==> src/hdl/rfpg_pkg.sv <==
package rfpg_pkg;
  // ***************************************************************
  // Register map
  // ***************************************************************
  localparam logic [7:0] FAULT1_ADDR = 8'hA2;
  localparam logic [7:0] FAULT2_ADDR = 8'hA3;
  localparam logic [7:0] TREE1_ADDR = 8'hA4;
  localparam logic [7:0] TREE2_ADDR = 8'hA5;

  // ***************************************************************
  // Values after reset and writable bits
  // ***************************************************************
  localparam logic [7:0] FAULT1_RST = 8'h00;
  localparam logic [7:0] FAULT2_RST = 8'h20;
  localparam logic [7:0] TREE1_RST = 8'h00;
  localparam logic [7:0] TREE2_RST = 8'h00;
  localparam logic [7:0] ALL_RW = 8'hFF;
  localparam logic [7:0] FAULT2_RW = 8'h7F;

  // ***************************************************************
  // Field positions
  // ***************************************************************
  localparam int FAULT2_RAILS = 5;
  localparam int TERM_REG_BIT = 3;
  localparam int RSV_ZERO_BIT = 6;
  localparam int RSV_ONE_BIT = 5;
  localparam int TREE2_CTRL_LSB = 4;
endpackage

==> src/hdl/rfpg_mask_reg.sv <==
`timescale 1ns/1ps
module rfpg_mask_reg #(
  parameter logic [7:0] RST_VAL = 8'h00,
  parameter logic [7:0] RW_MASK = 8'hFF
) (
  input wire logic clk_i, // System clock
  input wire logic rstn_i, // Async reset, active low
  input wire logic we_i, // Write strobe
  input wire logic [7:0] wdata_i, // Write data
  output logic [7:0] q_o // Stored value
);
  logic [7:0] val_d;
  logic [7:0] val_q;

  // Writable bits take new data, read-only bits hold reset value
  always_comb begin
    val_d = val_q;
    if (we_i) begin
      val_d = (wdata_i & RW_MASK) | (RST_VAL & ~RW_MASK);
    end
  end

  // Storage
  always_ff @(posedge clk_i or negedge rstn_i) begin
    if (!rstn_i) begin
      val_q <= RST_VAL;
    end else begin
      val_q <= val_d;
    end
  end

  assign q_o = val_q;
endmodule

==> src/hdl/rfpg_top.sv <==
`timescale 1ns/1ps
module rfpg_top (
  input wire logic clk_i, // System clock, 50 MHz
  input wire logic rstn_i, // Async reset, active low
  input wire logic reg_wr_i, // Register write strobe
  input wire logic reg_rd_i, // Register read strobe
  input wire logic [7:0] reg_addr_i, // Register address
  input wire logic [7:0] reg_wdata_i, // Write data
  output logic [7:0] reg_rdata_o, // Read data, registered
  output logic reg_rvalid_o, // Read data valid pulse
  input wire logic [7:0] rail_fault1_i, // Faults of first rail group
  input wire logic [rfpg_pkg::FAULT2_RAILS-1:0] rail_fault2_i, // Second group
  output logic shutdown_o, // Unmasked fault present
  input wire logic [7:0] rail_pg1_i, // Power good, first rail group
  input wire logic [3:0] rail_pg2_i, // Power good, second rail group
  input wire logic [3:0] ctrl_in_i, // Control input pin states
  input wire logic out1_direct_i, // Output one under direct level control
  input wire logic out1_level_i, // Level used under direct control
  output logic pg_tree_good_o, // Output-one tree result, registered
  output logic status_out_one_o // Output pin one level
);
  import rfpg_pkg::*;

  // ***************************************************************
  // Register file
  // ***************************************************************
  logic [7:0] fault1_mask;
  logic [7:0] fault2_mask;
  logic [7:0] tree1_mask;
  logic [7:0] tree2_mask;
  logic we_fault1;
  logic we_fault2;
  logic we_tree1;
  logic we_tree2;

  // Address decode of write strobes
  assign we_fault1 = reg_wr_i && (reg_addr_i == FAULT1_ADDR);
  assign we_fault2 = reg_wr_i && (reg_addr_i == FAULT2_ADDR);
  assign we_tree1 = reg_wr_i && (reg_addr_i == TREE1_ADDR);
  assign we_tree2 = reg_wr_i && (reg_addr_i == TREE2_ADDR);

  rfpg_mask_reg #(.RST_VAL(FAULT1_RST), .RW_MASK(ALL_RW)) u_fault1 (
    .clk_i(clk_i),
    .rstn_i(rstn_i),
    .we_i(we_fault1),
    .wdata_i(reg_wdata_i),
    .q_o(fault1_mask)
  );

  // Bit 7 reads zero; reserved 6 and 5 stay plain storage
  rfpg_mask_reg #(.RST_VAL(FAULT2_RST), .RW_MASK(FAULT2_RW)) u_fault2 (
    .clk_i(clk_i),
    .rstn_i(rstn_i),
    .we_i(we_fault2),
    .wdata_i(reg_wdata_i),
    .q_o(fault2_mask)
  );

  rfpg_mask_reg #(.RST_VAL(TREE1_RST), .RW_MASK(ALL_RW)) u_tree1 (
    .clk_i(clk_i),
    .rstn_i(rstn_i),
    .we_i(we_tree1),
    .wdata_i(reg_wdata_i),
    .q_o(tree1_mask)
  );

  rfpg_mask_reg #(.RST_VAL(TREE2_RST), .RW_MASK(ALL_RW)) u_tree2 (
    .clk_i(clk_i),
    .rstn_i(rstn_i),
    .we_i(we_tree2),
    .wdata_i(reg_wdata_i),
    .q_o(tree2_mask)
  );

  // ***************************************************************
  // Read port
  // ***************************************************************
  logic [7:0] rdata_d;
  logic [7:0] rdata_q;
  logic rvalid_d;
  logic rvalid_q;

  // Read mux; unmapped addresses answer zero
  always_comb begin
    rdata_d = rdata_q;
    rvalid_d = reg_rd_i;
    if (reg_rd_i) begin
      case (reg_addr_i)
        FAULT1_ADDR: rdata_d = fault1_mask;
        FAULT2_ADDR: rdata_d = fault2_mask;
        TREE1_ADDR: rdata_d = tree1_mask;
        TREE2_ADDR: rdata_d = tree2_mask;
        default: rdata_d = 8'h00;
      endcase
    end
  end

  // Read data and valid flops
  always_ff @(posedge clk_i or negedge rstn_i) begin
    if (!rstn_i) begin
      rdata_q <= 8'h00;
      rvalid_q <= 1'b0;
    end else begin
      rdata_q <= rdata_d;
      rvalid_q <= rvalid_d;
    end
  end

  assign reg_rdata_o = rdata_q;
  assign reg_rvalid_o = rvalid_q;

  // ***************************************************************
  // Fault gating and power good tree
  // ***************************************************************
  logic [7:0] live_fault1;
  logic [FAULT2_RAILS-1:0] live_fault2;
  logic [15:0] tree_member;
  logic [15:0] tree_mask;
  logic shut_d;
  logic shut_q;
  logic tree_d;
  logic tree_q;
  logic out_d;
  logic out_q;

  // Masked faults drop out of the shutdown decision
  assign live_fault1 = rail_fault1_i & ~fault1_mask;
  assign live_fault2 = rail_fault2_i & ~fault2_mask[FAULT2_RAILS-1:0];

  // Tree members: control inputs high, then rails of both groups
  assign tree_member = {ctrl_in_i, rail_pg2_i, rail_pg1_i};
  assign tree_mask = {tree2_mask, tree1_mask};

  // Next values of shutdown, tree and output pin
  always_comb begin
    shut_d = (|live_fault1) || (|live_fault2);
    tree_d = &(tree_member | tree_mask);
    out_d = out1_direct_i ? out1_level_i : tree_d;
  end

  // Output flops
  always_ff @(posedge clk_i or negedge rstn_i) begin
    if (!rstn_i) begin
      shut_q <= 1'b0;
      tree_q <= 1'b0;
      out_q <= 1'b0;
    end else begin
      shut_q <= shut_d;
      tree_q <= tree_d;
      out_q <= out_d;
    end
  end

  assign shutdown_o = shut_q;
  assign pg_tree_good_o = tree_q;
  assign status_out_one_o = out_q;
endmodule

==> config.mk <==
export PLATFORM = sky130hd
export DESIGN_NAME = rfpg_top
export DESIGN_NICKNAME = d
export VERILOG_FILES = /design/src/hdl/rfpg_pkg.sv /design/src/hdl/rfpg_mask_reg.sv /design/src/hdl/rfpg_top.sv
export SDC_FILE = /design/constraint.sdc
export NUM_CORES = 1
export LEC_CHECK = 0
export ABC_CLOCK_PERIOD_IN_PS = 2750
export BUFFER_PORTS_ARGS = -buffer_cell sky130_fd_sc_hd__buf_2
export CORE_MARGIN = 2
export CORE_UTILIZATION = 45
export DETAILED_ROUTE_END_ITERATION = 10
export GPL_TIMING_DRIVEN = 0
export PLACE_DENSITY = 0.78
export RECOVER_POWER = 25
export SLEW_MARGIN = 25
export SYNTH_ARGS = -nofsm -noshare
export SYNTH_HDL_FRONTEND = slang
export SYNTH_SLANG_ARGS = --single-unit
==> constraint.sdc <==
create_clock -name clk_i -period 2.75 [get_ports clk_i]
set_input_delay 0.275 -clock clk_i [delete_from_list [all_inputs] [get_ports clk_i]]
set_output_delay 0.275 -clock clk_i [all_outputs]
set_load 0.01 [all_outputs]
==> results.json, run 1 <==
{
  "worstSkewPairLatency_ns": 0.29,
  "crit_path_max_fanout": 8,
  "rsz0062_at_grt": "false",
  "status": "complete, but fails checks",
  "p_per_area_nw_per_um2": 491.8,
  "antennaDiodeCount": 0,
  "end_kind": "register",
  "slew_viol_final": 0,
  "numCtsBuffers": 5,
  "violations": "hold timing",
  "clockBufferDepth": 2,
  "ff2ff_path_depth": 4,
  "die_area_um2": 5104,
  "multi_input_area_um2": 845.8,
  "vias_per_cell": 5.223,
  "grt_max_degree": 44,
  "nNetsFinal": 285,
  "hp-class": "input port to async pin",
  "cp-startpoint": "reg_addr_i[3]",
  "synthCells": 166,
  "synth_top_flop_cell": "dfrtp_1",
  "synth_top_area_frac": 0.5134,
  "die_h_um": 71.45,
  "r2r_end": "status_out_one_o",
  "drt_iter0_drc": 76,
  "yosysMostFrequentCell": "mux2_2",
  "rows": 24,
  "grt_usage": 0.1931,
  "portBuffers": 61,
  "synthTopCellsByCount": "mux2_2 (45), dfrtp_1 (42), inv_1 (20), o22ai_1 (20), a22oi_1 (7)",
  "rr_startpoint": "u_tree1.q_o[5]",
  "synth_fp_nets": 217,
  "cts_setup_buffers": 0,
  "antenna_found_initial": 0,
  "fp.dieW_um": 71.45,
  "skew_ns": 0.005093,
  "fin_crit_ns": 1.445,
  "drtAntennaViolNets": 0,
  "clock-root-buffer": "clkbuf_8",
  "drc": 0,
  "postRouteWirelength_mm": 4.648,
  "drtPass1Iterations": 4,
  "final.setup.tns_ns": 0,
  "synthDominantAreaCellType": "dfrtp_1",
  "yosys_warnings": 0,
  "reg2reg_slack_ns": 1.50,
  "vias": 1499,
  "coreArea_um2": 4354,
  "cp.arrival_ns": 1.63,
  "power_mw": 1.239,
  "area_growth_pct": 23.11,
  "timing_hold_violations_final": 42,
  "start_util": 0.4701,
  "fmax_mhz": 692.2,
  "cts_sinks": 43,
  "whs_ns": -0.03777,
  "gr-total-overflow": 0,
  "post_cts_resized": 0,
  "leakage_nw": 1.289,
  "ir_drop_v": 0.0002378,
  "setup_viol": 0,
  "cts_tree": "yes",
  "yosys_register_bits": 43,
  "ys_types": 26,
  "required_ns": 2.93,
  "syn_area_per_cell_um2": 12.33,
  "register_area_um2": 1077,
  "postCtsHoldBufs": 0,
  "synth.area.top_cells": "dfrtp_1 (51%), mux2_2 (25%), o22ai_1 (6.1%)",
  "cts.htree.levels": 2,
  "wl_per_cell_um": 16.20,
  "slew-limit-headroom": 0.6232,
  "grt_pass1_vias": 1529,
  "gp_congestion": 0.7785,
  "dp_hpwl_mm": 3.488,
  "ys_seq_area_frac": 0.5263,
  "fillers": 387,
  "drive_gt1_frac": 0.5277,
  "worst_setup_path_start_kind": "input port",
  "cp-endpoint": "u_tree2.q_o[1]",
  "maxCapViolCount": 0,
  "period_share": 0.5253,
  "worst_pin_slew_ns": 0.5652,
  "async_flop_share": 1.000,
  "grt_first_pass_wirelength_mm": 7.438,
  "syn_area_um2": 2047,
  "worstSetupPathType": "input port to register",
  "io_pins": 63,
  "synth-edff-count": 0,
  "clk_pin_slew_ns": 0.08
}
-- per-stage QoR --
stage / cell area [µm²] / instances / setup WS [ns] / util / hold WS, ns
2_1_floorplan: 2047 / 166 / 1.220 / - / -0.02059
3_3_place_gp: 2417 / 279 / 0.9871 / 0.5552 / 0.3989
3_5_place_dp: 2417 / 279 / 0.9923 / 0.5552 / 0.4005
4_1_cts: 2517 / 287 / 1.303 / 0.5782 / 0.08751
5_1_grt: 2520 / 287 / 1.259 / 0.5787 / 0.001402
6_report: 2520 / 287 / 1.305 / 0.5787 / -0.03777
-- kinds of logic (layout without fill, tap and decap cells) --
logic type             Yosys count  in the layout  synth area share
and+or+nand+nor                 19             19           0.06112
DFF                             43             43            0.5263
AOI/OAI and AO/OA               32             32            0.1045
muxes                           45             45            0.2476
buffers and inverters           27             96           0.06051
-- where the power goes --
part / total [mW] / switching, mW / internal [mW]
Combinational: 0.131 / 0.0626 / 0.0689
Sequential: 0.672 / 0.0160 / 0.656
Clock: 0.436 / 0.207 / 0.229
-- layer usage --
metal	vias to the layer above	routed length [µm]	global-route usage
met2	46	2210	0.3220
met5	-	0	0
li1	740	-	-
met3	6	272	0.05485
met1	707	2110	0.2486
met4	0	54	0.05031
-- state kept, by name, summed over array words and instances, names as in the netlist --
name	count
u_tree1.q_o	8
u_fault1.q_o	8
reg_rdata_o	8
reg_rvalid_o	1
shutdown_o	1
status_out_one_o	1
u_fault2.q_o	7
u_tree2.q_o	8
pg_tree_good_o	1
-- cell type report --
class                      instances  share of cell area
timing repair buffer              61              0.1221
sequential                        43              0.4275
tap                               52             0.02582
clock buffer                       8             0.03972
inverter                          20             0.02979
multi-input combinational         96              0.3356
buffer                             7             0.01936
-- worst max-delay path, stage by stage --
cell and delay, ns:
buf_2 0.10, nor4b_2 0.30, and3_2 0.27, and3_2 0.19, buf_6 0.14, mux2_2 0.34
-- cell usage in the layout (no fill, tap or decap), drive strengths merged --
master,synthesis,final
mux2,45,45
a221oi,1,1
and4,1,1
nor4,1,1
inv,20,20
a32oi,1,1
nor2b,3,3
o22ai,20,20
o21ai,1,1
a22oi,7,7
a21oi,1,1
clkbuf,3,11
nor4b,1,1
o2111ai,1,1
dfrtp,42,42
dfstp,1,1
and3,3,3
buf,4,65
nand2b,1,1
nor2,5,5
nand3,3,3
nand2,1,1
-- worst min-delay path by stage --
stage	startpoint	to	slack, ns	depth (start not counted)
floorplan	rstn_i	pg_tree_good_o	-0.02	0
finish	rstn_i	u_fault1.q_o[5]	-0.04	1
detailed placement	reg_rd_i	reg_rvalid_o	0.40	1
CTS	reg_rd_i	reg_rvalid_o	0.09	1
global route	rstn_i	u_fault1.q_o[5]	0.001	1
global placement	reg_rd_i	reg_rvalid_o	0.40	1
(Power assumes the default switching activity.)
==> run 2: changes to the inputs <==
- ABC_CLOCK_PERIOD_IN_PS: 2750 -> 1350
- clock period: 2.75 -> 1.35 ns (I/O delays scaled with it)
==> results.json, run 2 (synthesis results as in run 1) <==
{
  "status": "complete, no violations",
  "grt_pass1_vias": 1466,
  "slew_viol_final": 0,
  "io_pins": 63,
  "switchingPower_uw": 578.2,
  "required_ns": 1.53,
  "final.setup.tns_ns": 0,
  "start_util": 0.4701,
  "vias_per_cell": 5.275,
  "wl_per_cell_um": 16.24,
  "swShare": 0.2404,
  "grt_usage": 0.1912,
  "cts.htree.levels": 2,
  "timing_hold_violations_final": 0,
  "worstSetupPathType": "input port to register",
  "cp-endpoint": "u_fault2.q_o[6]",
  "area_growth_pct": 23.59,
  "portBuffers": 61,
  "r2r_end": "status_out_one_o",
  "p_seq_frac": 0.569,
  "cp-startpoint": "reg_addr_i[3]",
  "gp_congestion": 0.7588,
  "p_int_mw": 1.827,
  "clock-root-buffer": "clkbuf_8",
  "die_area_um2": 5104,
  "fp.dieW_um": 71.45,
  "dp_hpwl_mm": 3.463,
  "rsz0062_at_grt": "false",
  "drtPass1Iterations": 4,
  "power_mw": 2.405,
  "clockPowerShare": 0.316,
  "placedCellCount": 279,
  "numCtsBuffers": 5,
  "comb_power_share": 0.115,
  "gr-total-overflow": 0,
  "cp.arrival_ns": 1.45,
  "ff2ff_path_depth": 4,
  "coreArea_um2": 4354,
  "worstSkewPairLatency_ns": 0.29,
  "hp-class": "input port to register",
  "worst_setup_path_start_kind": "input port",
  "period_share": 0.9431,
  "ir_drop_v": 0.0005324,
  "worst_pin_slew_ns": 0.5926,
  "fillers": 389,
  "drtAntennaViolNets": 0,
  "vias": 1514,
  "die_h_um": 71.45,
  "grt_first_pass_wirelength_mm": 7.272,
  "fmax_mhz": 785.5,
  "postPlaceCellArea_um2": 2434,
  "reg2reg_slack_ns": 0.09,
  "crit_path_max_fanout": 7,
  "p_per_area_nw_per_um2": 950.8,
  "drt_iter0_drc": 88,
  "slew-limit-headroom": 0.6049,
  "cts_tree": "yes",
  "antenna_found_initial": 0,
  "fin_crit_ns": 1.273,
  "grt_max_degree": 44,
  "cts_setup_buffers": 0,
  "clockBufferDepth": 2,
  "cts_sinks": 43,
  "nNetsFinal": 287,
  "drive_gt1_frac": 0.5234,
  "rr_startpoint": "u_tree1.q_o[3]",
  "drc": 0,
  "final_cell_area_um2": 2530,
  "layout_common_cells": "buf_2 (61), mux2_2 (45), dfrtp_1 (42), inv_1 (20), o22ai_1 (20)",
  "setup_viol": 0,
  "antennaDiodeCount": 0,
  "stdcell_count": 287,
  "final_util": 0.5810,
  "clk_pin_slew_ns": 0.08,
  "final_common_cell": "buf_2",
  "rows": 24,
  "maxCapViolCount": 0,
  "end_kind": "register",
  "leakage_nw": 1.289,
  "postRouteWirelength_mm": 4.661,
  "skew_ns": 0.003664
}
==> run 2: cell types whose count changed in the layout (fill, tap and decap cells not counted), moves of 2 or more <==
cell           before  now
and3_2              3    1
and3_4              0    2
clkbuf_8            7    5
dlygate4sd3_1       0    2
==> run 2: how the worst min path moves through the flow <==
stage,from,cells past startpoint,to,slack [ns]
after floorplan,rstn_i,0,pg_tree_good_o,-0.16
after global placement,reg_rd_i,1,reg_rvalid_o,0.26
after detailed placement,reg_rd_i,1,reg_rvalid_o,0.26
after CTS,rstn_i,1,u_fault1.q_o[5],0.02
after global routing,out1_level_i,2,status_out_one_o,0.08
final,out1_level_i,2,status_out_one_o,0.07
==> run 2: area by class of cell <==
| class | count | area, µm² | area share |
|---|---|---|---|
| Sequential cell | 43 | 1077 | 0.4258 |
| Multi-Input combinational cell | 96 | 862.1 | 0.3408 |
| Timing Repair Buffer | 63 | 327.8 | 0.1296 |
| Inverter | 20 | 75.07 | 0.02967 |
| Clock buffer | 6 | 72.57 | 0.02868 |
| Tap cell | 52 | 65.06 | 0.02572 |
| Buffer | 7 | 50.05 | 0.01978 |
==> run 2: power by group through the flow <==
stage	clock network (mW)	logic (mW)	registers, mW
floorplan	0	0.133	1.39
global placement	0	0.269	1.39
detailed placement	0	0.275	1.39
CTS	0.769	0.278	1.37
global route	0.814	0.304	1.38
finish	0.760	0.277	1.37
==> run 2: repair_timing <==
item / in CTS / in global routing
resized for setup: 1 / 0
endpoints found under the setup margin: 6 / 0
endpoints found under the hold margin: 1 / 42
hold buffers: 1 / 1
==> run 2: per-layer routing <==
metal | global-route usage | up-vias | share of wire
li1 | - | 738 | -
met1 | 0.2583 | 722 | 0.47
met2 | 0.3035 | 49 | 0.46
met3 | 0.05204 | 5 | 0.059
met4 | 0.05660 | 0 | 0.011
met5 | 0 | - | 0
==> run 2: critical path, stage by stage <==
cell and delay (ns):
buf_2 0.11, nor4b_4 0.28, and3_4 0.25, and3_2 0.18
buf_6 0.15, mux2_2 0.34
==> run 2: through the flow <==
step / hold WS [ns] / setup slack [ns]
finish: 0.06614 / 0.07688
global route: 0.08145 / 0.02605
CTS: 0.02392 / 0.07408
detailed placement: 0.2604 / -0.3196
global placement: 0.2595 / -0.2952
floorplan: -0.1606 / -0.01496
